===== src/rx_defect_pkg.sv =====
// Register map, field positions and timing constants for the receive defect block
package rx_defect_pkg;
    localparam int unsigned CLK_HZ = 40000000;
    localparam int unsigned ADDR_W = 8;
    localparam int unsigned DATA_W = 8;
    // Register indices; the byte address is four times the index
    localparam logic [7:0] IDX_LIVE_FLAGS = 8'h11;
    localparam logic [7:0] IDX_IRQ_ENABLE = 8'h12;
    localparam logic [7:0] IDX_IRQ_STATUS = 8'h14;
    // Interrupt source bits, shared by enable and status
    localparam int unsigned SRC_ALARM = 0;
    localparam int unsigned SRC_SIGNAL = 1;
    localparam int unsigned SRC_FRAME_LOSS = 2;
    localparam int unsigned SRC_FRAME_SLIP = 3;
    localparam int unsigned SRC_ALIGN = 4;
    localparam int unsigned NUM_SRC = 5;
    // Live flag register fields
    localparam int unsigned LF_TIMER_SEL = 7;
    localparam int unsigned LF_FRAME_LOSS = 6;
    localparam int unsigned LF_FRAME_SLIP = 5;
    localparam int unsigned LF_SIGNAL = 4;
    localparam int unsigned LF_ALARM = 3;
    localparam int unsigned LF_PAYLOAD = 2;
    localparam int unsigned LF_TRACE = 1;
    localparam int unsigned LF_FAR_END = 0;
    // Reset values
    localparam logic [4:0] ENABLE_RST = 5'h00;
    localparam logic [4:0] STATUS_RST = 5'h00;
    localparam logic TIMER_SEL_RST = 1'b0;
    // Framing and alarm thresholds
    localparam int unsigned SLIP_FRAMES = 4;
    localparam int unsigned ALARM_MAX_ZEROS = 7;
    localparam int unsigned ALARM_CLR_ZEROS = 8;
    // Frame loss windows
    localparam int unsigned LOSS_SHORT_US = 1000;
    localparam int unsigned LOSS_LONG_US = 3000;
    localparam int unsigned LOSS_SHORT_CYC = LOSS_SHORT_US * (CLK_HZ / 1000000);
    localparam int unsigned LOSS_LONG_CYC = LOSS_LONG_US * (CLK_HZ / 1000000);
    localparam int unsigned TIMER_W = 20;
    typedef enum logic [1:0] {
        IN_FRAME = 2'b00,
        SLIPPED = 2'b01,
        LOST = 2'b10
    } frame_state_t;
endpackage : rx_defect_pkg


===== src/e3_rx_defect_interrupts.sv =====
// Receive defect detection, interrupt status and Avalon-MM register slave
//
// Local design decision: the Avalon-MM slave port.
`timescale 1ns/1ps
// Contract
// - Frame loss enable sits at layout bit 2
// - Enable one passes source, zero blocks it
// - Enable register: bits 4..0 writable, 7..5 zero
// - Enabled pending event drives IRQ_N low
// - Frame loss event sets status bit 2
// - Status register: five sticky bits, 7..5 zero
// - Live register: writable timer select, live flags
// - Four errored frames in a row: slip
// - Keep old alignment until new one found
// - Raise alignment event when offset changes
// - Alignment enable bit 4, one enables
// - Alignment event sets status bit 4
// - Alarm event on declare and on clear
// - Declare alarm: two frames, seven zeros or fewer
// - Clear alarm: two frames each eight zeros
// - Frame loss event on declare and clear
// - Frame loss after slip lasting 1 or 3 ms
module e3_rx_defect_interrupts
    import rx_defect_pkg::*;
#(
    parameter int unsigned ZERO_W = 11,
    parameter int unsigned OFFSET_W = 11,
    parameter logic [TIMER_W-1:0] SHORT_CYC = TIMER_W'(LOSS_SHORT_CYC),
    parameter logic [TIMER_W-1:0] LONG_CYC = TIMER_W'(LOSS_LONG_CYC)
) (
    input wire logic CLK,
    input wire logic RST,
    input wire logic [ADDR_W-1:0] AVS_ADDRESS,
    input wire logic AVS_READ,
    input wire logic AVS_WRITE,
    input wire logic [DATA_W-1:0] AVS_WRITEDATA,
    output logic [DATA_W-1:0] AVS_READDATA,
    output logic AVS_WAITREQUEST,
    input wire logic FRAME_END,
    input wire logic FRAME_ALIGN_ERR,
    input wire logic [ZERO_W-1:0] FRAME_ZERO_COUNT,
    input wire logic SYNC_FOUND,
    input wire logic [OFFSET_W-1:0] SYNC_OFFSET,
    input wire logic SIGNAL_LOSS,
    input wire logic PAYLOAD_UNSTABLE,
    input wire logic TRACE_MARK,
    input wire logic FAR_END_FAIL,
    output logic [OFFSET_W-1:0] ALIGN_OFFSET,
    output logic IRQ_N
);

    function automatic logic hit(input logic [ADDR_W-1:0] a, input logic [7:0] idx);
        hit = (a[1:0] == 2'h0) && (a[ADDR_W-1:2] == idx[ADDR_W-3:0]);
    endfunction : hit

    // Bus slave state
    logic wait_r;
    logic [DATA_W-1:0] rdata_r;
    logic [4:0] enable_r;
    logic timer_sel_r;
    logic [4:0] status_r;
    logic [4:0] status_nxt;
    logic irq_n_r;

    // Framing state
    frame_state_t state_r;
    frame_state_t state_nxt;
    logic [2:0] err_run_r;
    logic [2:0] err_run_nxt;
    logic [TIMER_W-1:0] timer_r;
    logic [TIMER_W-1:0] timer_nxt;
    logic [OFFSET_W-1:0] offset_r;
    logic alarm_r;
    logic alarm_nxt;
    logic [ZERO_W-1:0] prev_zero_r;
    logic prev_valid_r;
    logic signal_prev_r;

    // Bus decode
    wire req = AVS_READ | AVS_WRITE;
    wire accept = req & ~wait_r;
    wire sel_live = hit(AVS_ADDRESS, IDX_LIVE_FLAGS);
    wire sel_en = hit(AVS_ADDRESS, IDX_IRQ_ENABLE);
    wire sel_stat = hit(AVS_ADDRESS, IDX_IRQ_STATUS);
    wire wr_live = accept & AVS_WRITE & sel_live;
    wire wr_en = accept & AVS_WRITE & sel_en;
    wire rd_stat = accept & AVS_READ & sel_stat;

    wire lost = (state_r == LOST);
    wire slipped = (state_r != IN_FRAME);

    wire [DATA_W-1:0] live_word = {
        timer_sel_r, lost, slipped, SIGNAL_LOSS,
        alarm_r, PAYLOAD_UNSTABLE, TRACE_MARK, FAR_END_FAIL
    };
    wire [DATA_W-1:0] rd_mux =
        sel_live ? live_word :
        sel_en ? {3'h0, enable_r} :
        sel_stat ? {3'h0, status_r} :
        8'h00;

    // Slip detection over consecutive errored frames
    wire [2:0] run_inc = (err_run_r == 3'(SLIP_FRAMES)) ? err_run_r : err_run_r + 3'h1;
    assign err_run_nxt = !FRAME_END ? err_run_r :
                         FRAME_ALIGN_ERR ? run_inc : 3'h0;
    wire slip_hit = FRAME_END & FRAME_ALIGN_ERR & (run_inc == 3'(SLIP_FRAMES));

    // Frame loss window
    wire [TIMER_W-1:0] loss_limit = timer_sel_r ? LONG_CYC : SHORT_CYC;
    wire timer_done = (timer_r >= loss_limit - TIMER_W'(1));
    wire realigned = slipped & SYNC_FOUND;

    always_comb begin
        state_nxt = state_r;
        timer_nxt = timer_r;
        case (state_r)
            IN_FRAME: begin
                timer_nxt = '0;
                if (slip_hit) begin
                    state_nxt = SLIPPED;
                end
            end
            SLIPPED: begin
                timer_nxt = timer_r + TIMER_W'(1);
                if (SYNC_FOUND) begin
                    state_nxt = IN_FRAME;
                end else if (timer_done) begin
                    state_nxt = LOST;
                end
            end
            LOST: begin
                timer_nxt = '0;
                if (SYNC_FOUND) begin
                    state_nxt = IN_FRAME;
                end
            end
            default: begin
                state_nxt = IN_FRAME;
                timer_nxt = '0;
            end
        endcase
    end

    // Alarm indication over two-frame windows
    wire [ZERO_W:0] pair_zeros = {1'b0, prev_zero_r} + {1'b0, FRAME_ZERO_COUNT};
    wire alarm_set = prev_valid_r & (pair_zeros <= (ZERO_W+1)'(ALARM_MAX_ZEROS));
    wire alarm_clr = prev_valid_r & (prev_zero_r >= ZERO_W'(ALARM_CLR_ZEROS))
                     & (FRAME_ZERO_COUNT >= ZERO_W'(ALARM_CLR_ZEROS));
    assign alarm_nxt = !FRAME_END ? alarm_r :
                       alarm_r ? ~alarm_clr : alarm_set;

    // Events
    wire [4:0] events;
    assign events[SRC_ALARM] = alarm_nxt ^ alarm_r;
    assign events[SRC_SIGNAL] = SIGNAL_LOSS ^ signal_prev_r;
    assign events[SRC_FRAME_LOSS] = (state_nxt == LOST) ^ lost;
    assign events[SRC_FRAME_SLIP] = (state_nxt != IN_FRAME) ^ slipped;
    assign events[SRC_ALIGN] = realigned & (SYNC_OFFSET != offset_r);

    // Sticky status, set wins over read clear; only bits already read are cleared
    wire [4:0] clr_mask = rd_stat ? rdata_r[4:0] : 5'h00;
    genvar g;
    generate
        for (g = 0; g < NUM_SRC; g++) begin : g_stat
            assign status_nxt[g] = events[g] | (status_r[g] & ~clr_mask[g]);
        end
    endgenerate

    wire irq_any = |(status_nxt & enable_r);

    always_ff @(posedge CLK) begin
        if (RST) begin
            wait_r <= 1'b1;
            rdata_r <= 8'h00;
        end else begin
            wait_r <= ~(req & wait_r);
            if (req & wait_r) begin
                rdata_r <= AVS_READ ? rd_mux : 8'h00;
            end
        end
    end

    always_ff @(posedge CLK) begin
        if (RST) begin
            enable_r <= ENABLE_RST;
            timer_sel_r <= TIMER_SEL_RST;
        end else begin
            if (wr_en) begin
                enable_r <= AVS_WRITEDATA[4:0];
            end
            if (wr_live) begin
                timer_sel_r <= AVS_WRITEDATA[LF_TIMER_SEL];
            end
        end
    end

    always_ff @(posedge CLK) begin
        if (RST) begin
            status_r <= STATUS_RST;
            irq_n_r <= 1'b1;
            signal_prev_r <= 1'b0;
        end else begin
            status_r <= status_nxt;
            irq_n_r <= ~irq_any;
            signal_prev_r <= SIGNAL_LOSS;
        end
    end

    always_ff @(posedge CLK) begin
        if (RST) begin
            state_r <= IN_FRAME;
            err_run_r <= 3'h0;
            timer_r <= '0;
            offset_r <= '0;
        end else begin
            state_r <= state_nxt;
            err_run_r <= realigned ? 3'h0 : err_run_nxt;
            timer_r <= timer_nxt;
            if (realigned) begin
                offset_r <= SYNC_OFFSET;
            end
        end
    end

    always_ff @(posedge CLK) begin
        if (RST) begin
            alarm_r <= 1'b0;
            prev_zero_r <= '0;
            prev_valid_r <= 1'b0;
        end else begin
            alarm_r <= alarm_nxt;
            if (FRAME_END) begin
                prev_zero_r <= FRAME_ZERO_COUNT;
                prev_valid_r <= 1'b1;
            end
        end
    end

    assign AVS_READDATA = rdata_r;
    assign AVS_WAITREQUEST = wait_r;
    assign ALIGN_OFFSET = offset_r;
    assign IRQ_N = irq_n_r;

endmodule : e3_rx_defect_interrupts


===== config.mk =====
export PLATFORM = sky130hd
export DESIGN_NAME = e3_rx_defect_interrupts
export DESIGN_NICKNAME = d
export VERILOG_FILES = /design/src/rx_defect_pkg.sv /design/src/e3_rx_defect_interrupts.sv
export SDC_FILE = /design/constraint.sdc
export NUM_CORES = 1
export LEC_CHECK = 0
export BUFFER_PORTS_ARGS = -buffer_cell sky130_fd_sc_hd__buf_2
export CORE_ASPECT_RATIO = 1.75
export CORE_UTILIZATION = 56
export CTS_BUF_LIST = sky130_fd_sc_hd__clkbuf_16
export CTS_CLUSTER_DIAMETER = 80
export DETAILED_ROUTE_END_ITERATION = 12
export GPL_TIMING_DRIVEN = 0
export PLACE_DENSITY = 0.8
export SLEW_MARGIN = 15
export SYNTH_ARGS = -nofsm -noshare
export SYNTH_HDL_FRONTEND = slang
export SYNTH_SLANG_ARGS = --single-unit

===== constraint.sdc =====
create_clock -name CLK -period 3.35 [get_ports CLK]
set_clock_uncertainty 0.15 [all_clocks]
set_input_delay 0.67 -clock CLK [delete_from_list [all_inputs] [get_ports CLK]]
set_output_delay 0.67 -clock CLK [all_outputs]
set_load 0.01 [all_outputs]

# Word-level counts from Yosys, hierarchy flattened
# Cells that the tools add are included.
word_totals:
  register_bits: 71
  inputBits: 49
  out_inout_bits: 21
  elab_cells: 96
op_classes:
  add_sub_neg: 4
  order_cmp: 4
  eq_ne: 9
  n_mux: 15
  n_bitwise: 40
  reduce_logical: 10
op_table:
  columns: ["op", "count"]
  rows:
  - ["11-bit by 4-bit >= comparator with 1-bit output, second input constant", 2]
  - ["20-bit by 1-bit adder with 20-bit output, second input constant", 1]
  - ["20-bit >= comparator", 1]
  - ["1-bit AND", 19]
  - ["6-bit by 5-bit == test with 1-bit output, second input constant", 3]
  - ["17-bit by 1-bit subtractor with 18-bit output, second input constant", 1]
  - ["17-bit two-way mux", 1]
  - ["8-bit two-way mux", 2]
  - ["5-bit two-way mux", 3]
  - ["11-bit by 11-bit adder with 12-bit output", 1]
  - ["12-bit by 3-bit less-or-equal comparator with 1-bit output, second input constant", 1]
  - ["11-bit inequality test", 1]
  - ["1-bit inverter", 10]
  - ["2-bit two-way mux", 4]
  - ["3-bit == test, second input constant", 2]
  - ["3-bit two-way mux", 2]
  - ["1-bit bitwise OR", 6]
  - ["2-bit one-hot mux with 3 select lines", 1]
  - ["5-bit AND", 1]
  - ["5-bit OR reduction", 1]
  - ["2-bit == test, second input constant", 2]
  - ["2-bit zero test", 2]
  - ["2-bit nonzero test", 2]
  - ["2-bit OR reduction", 2]
  - ["5 further kinds", 11]

# Depth between registers and ports, before layout
logic_depth:
  word_depth: 12
  depth_mapped: 9
  ltp_nobuf: 9

# Least setup slack after synthesis
# No wires, ideal clock.
synth_timing:
  path_type: "input-to-reg"
  startpoint: "input port FRAME_ZERO_COUNT[0]"
  endpoint: "register irq_n_r (netlist: IRQ_N)"
  t_arrival_ps: 2355
  required_time_ps: 3080
  path_slack_ps: 725
  stages: 9
  path_buffers: 0
  cell_sequence: "ha_1 inv_1 fa_1 nand2b_1 a21oi_1 nor3_1 nor4b_1 o2111ai_1 a211o_1"
synth_between:
  elab_chain_cells: 10
  word_cells_on_any_way: 13
  cone_classes: "add/sub: 1; order compare: 2; mux: 2; bitwise: 7; reduce/logical: 1"
synth_rtl:
  columns: ["element", "line", "source"]
  rows:
  - ["start: declaration", "e3_rx_defect_interrupts.sv:41", "input wire logic [ZERO_W-1:0] FRAME_ZERO_COUNT,"]
  - ["11-bit by 11-bit adder with 12-bit output or 11-bit by 4-bit >= comparator with 1-bit output (tied branches)", "e3_rx_defect_interrupts.sv:145, e3_rx_defect_interrupts.sv:148", null]
  - ["12-bit by 3-bit less-or-equal comparator with 1-bit output or 1-bit AND (tied branches)", "e3_rx_defect_interrupts.sv:146, e3_rx_defect_interrupts.sv:148", null]
  - ["1-bit AND or 1-bit inverter (tied branches)", "e3_rx_defect_interrupts.sv:146, e3_rx_defect_interrupts.sv:150", null]
  - ["1-bit two-way mux *", "e3_rx_defect_interrupts.sv:150", "alarm_r ? ~alarm_clr : alarm_set;"]
  - ["1-bit two-way mux *", "e3_rx_defect_interrupts.sv:149", "assign alarm_nxt = !FRAME_END ? alarm_r :"]
  - ["1-bit XOR *", "e3_rx_defect_interrupts.sv:154", "assign events[SRC_ALARM] = alarm_nxt ^ alarm_r;"]
  - ["1-bit bitwise OR *", "e3_rx_defect_interrupts.sv:165", "assign status_nxt[g] = events[g] | (status_r[g] & ~clr_mask[g]);"]
  - ["5-bit AND *", "e3_rx_defect_interrupts.sv:169", "wire irq_any = |(status_nxt & enable_r);"]
  - ["5-bit OR reduction *", "e3_rx_defect_interrupts.sv:169", null]
  - ["1-bit inverter *", "e3_rx_defect_interrupts.sv:204", "irq_n_r <= ~irq_any;"]
  - ["end signal: assignment", "e3_rx_defect_interrupts.sv:204", null]
  - ["end: declaration", "e3_rx_defect_interrupts.sv:63", "logic irq_n_r;"]
# Mark *: on every way between the ends. The rest lies on a longest branch, timed or not.
# A chain may end at the register's enable or synchronous reset.

# Final worst setup path
layout_timing:
  startpoint: "input port FRAME_ZERO_COUNT[6]"
  endpoint: "register irq_n_r (netlist: IRQ_N)"
# The elaborated chain is that of the path after synthesis.

==> results.md <==
- Outcome: finished, final reports clean
- Gr ovfl total: 0
- Final Core Density: 69.3%
- Layout cells sized above 1: 15.8%
- Fin crit period: 2690 ps
- Max-slew violation count: 0
- Vias in the first global route: 3586
- Clock transition at path regs: 50 ps
- Total Nets Final: 608
- Max IR drop VDD: 0.352 mV
- Area delta synth->final: 18.7%
- Final Cycle Share: 80.3%
- Die area: 7170 sq um
- Yosys reg bits: 71
- Slew of the pin with the lowest slew margin: 755 ps
- Htree depth: 3
- Post-CTS Setup Inserts: 0
- Count of final setup violators: 0
- Critical Path AT: 2770 ps
- Dominant synthesized flop cell: dfxtp_1
- GR Util All Layers: 27.6%
- Routed vias/inst: 5.77
- 1st-pass router iterations: 4
- Hold Buf Count CTS: 0
- First-pass GRT wire length: 15.3 mm
- Async SR Flop Fraction: 0%
- Die W: 64.4 um
- Synthesized area per cell: 8.25 sq um
- TritonCTS Buffers: 9
- Mapped Area: 3820 sq um
- Type of origin of the critical path: primary input
- Origin of the critical flop-to-flop path: prev_zero_r[0]
- DPL Wire Length: 7.24 mm
- Clk Latency, worst-skew pair: 340 ps
- Fin Setup TNS: 0 ps
- Post-DRT Antenna Nets: 0
- Kind of critical path: in2reg
- Min-delay src: timer_r[0]
- 1st-iter DRT viols: 111
- Placer Congestion: 0.889
- MaxCap Viol Count: 0
- YS warnings: 0
- CTS sink cnt: 71
- PostCTS Resize Cnt: 0
- CP startpoint: FRAME_ZERO_COUNT[6]
- Clk buf depth: 2
- Antenna violations before repair: 0
- Nature of the critical path endpoint: flip-flop
- Peak Freq: 0.372 GHz
- I/O pins: 70
- DRC: 0
- RSZ-0062 raised after global routing: false
- Final wirelength: 9.30 mm
- Core ar.: 6540 sq um
- Synth cell types: 53
- Diodes inserted: 0
- Max_slew headroom: 49.4%
- Power Dens Cells: 434 nW/um^2
- Final hold viol count: 0
- CTS tree: yes
- Die Ht: 111 um
- Leakage power: 1.88 nW
- Via count: 3616
- Port buffer count: 66
- Synth Instances: 463
- CTS root buffer: clkbuf_16
- Worst hold-check path type: reg2reg
- Net count after synthesis: 531
- Largest net degree at the start of global routing: 12
- EDFF count, synth: 0
- Routed wire length per instance: 14.8 um
- Fillers: 562
- Starting Density: 58.4%
- Post-synthesis sequential area ratio: 37.2%
- Req. time, crit path: 3420 ps
- Row count: 39
- Max Fanout on Critical Path: 10
## state kept, by name (all words and copies together) (netlist names)
name             cells
err_run_r            3
state_r              2
signal_prev_r        1
prev_valid_r         1
ALIGN_OFFSET        11
IRQ_N                1
status_r             5
timer_r             20
prev_zero_r         11
AVS_READDATA         8
timer_sel_r          1
AVS_WAITREQUEST      1
enable_r             5
alarm_r              1
## synthesized netlist by cell type, types with 4 or more instances
library cell	number	area share, %
a31oi_1	4	0.66
and4_1	4	0.92
or3_1	5	0.82
nor3_1	8	1.0
dfxtp_1	71	37
clkbuf_1	13	1.3
o21ai_0	14	1.8
mux2i_1	20	5.2
o21ai_1	4	0.52
nor2b_1	9	1.5
nand3_1	12	1.6
ha_1	18	5.9
nor3b_1	4	0.79
nand4_1	6	0.98
nand2_1	58	5.7
and3_1	4	0.66
o211ai_1	7	1.4
xor2_1	25	5.7
nor2_1	61	6.0
nor4_1	10	1.6
nand2b_1	6	0.98
inv_1	14	1.4
a21oi_1	40	5.2
## where the power goes
part / switching, mW / internal (mW)
clock: 0.337 / 0.562
combinational: 0.117 / 0.0820
sequential: 0.0102 / 0.858
total: 0.464 / 1.50
## logic make-up (layout without fill, tap and decap cells)
| logic type | Yosys count | count (layout) | share of synthesized area [%] |
|---|---|---|---|
| and+or+nand+nor | 198 | 198 | 25.2 |
| AOI/OAI and AO/OA | 97 | 97 | 16.4 |
| DFF | 71 | 71 | 37.2 |
| buffers and inverters | 29 | 111 | 2.88 |
| xor gates and xnor gates | 28 | 28 | 6.42 |
| adders and majority gates | 20 | 20 | 6.68 |
| muxes | 20 | 20 | 5.24 |
## path summary, 6_finish.rpt
path | endpoint | slack [ps] | cells past startpoint
max | IRQ_N | 660 | 9
min | timer_r[0] | 320 | 1
max reg2reg | IRQ_N | 770 | 9
min reg2reg | timer_r[0] | 320 | 1
## cells in the final DEF (no fill, tap or decap), drive strengths merged, types with 15 or more instances in the layout
master	count
dfxtp	71
buf	68
nor2	61
nand2	58
a21oi	40
xor2	25
clkbuf	22
mux2i	20
ha	18
o21ai	18
inv	15
## layer usage
metal,up-vias,track usage [%],share of wire [%]
met5,-,0,0
met4,0,16.9,3.6
met3,24,5.14,3.1
met2,72,53.1,56
met1,1718,25.3,37
li1,1802,-,-
## per-stage QoR
step | cell area (sq um) | power, mW | setup slack [ps] | hold WS (ps) | cells
final | 4530 | 1.97 | 658 | 318 | 627
after global placement | 4250 | 1.08 | 324 | 288 | 611
after global routing | 4530 | 2.04 | 512 | 349 | 627
after floorplan | 3820 | 1.01 | 725 | 280 | 463
after detailed placement | 4250 | 1.08 | 321 | 311 | 611
after CTS | 4530 | 1.98 | 664 | 318 | 627
## worst max-delay path: stages
cell and delay (ps):
buf_2 120, ha_1 270, clkbuf_1 330, or3_1 170
a22oi_1 100, nor4_1 260, nor4b_1 270, o2111ai_1 250
a211o_1 310
## area by class of cell
| type | instances | area [sq um] | share of cell area [%] |
|---|---|---|---|
| Sequential cell | 71 | 1420 | 31.4 |
| Inverter | 14 | 52.6 | 1.16 |
| Tap cell | 82 | 103 | 2.26 |
| Timing Repair Buffer | 66 | 330 | 7.29 |
| Clock buffer | 9 | 225 | 4.97 |
| Clock inverter | 7 | 55.1 | 1.21 |
| Buffer | 15 | 57.6 | 1.27 |
| Multi-Input combinational cell | 363 | 2290 | 50.5 |
Power figures use the tool's default switching activity.
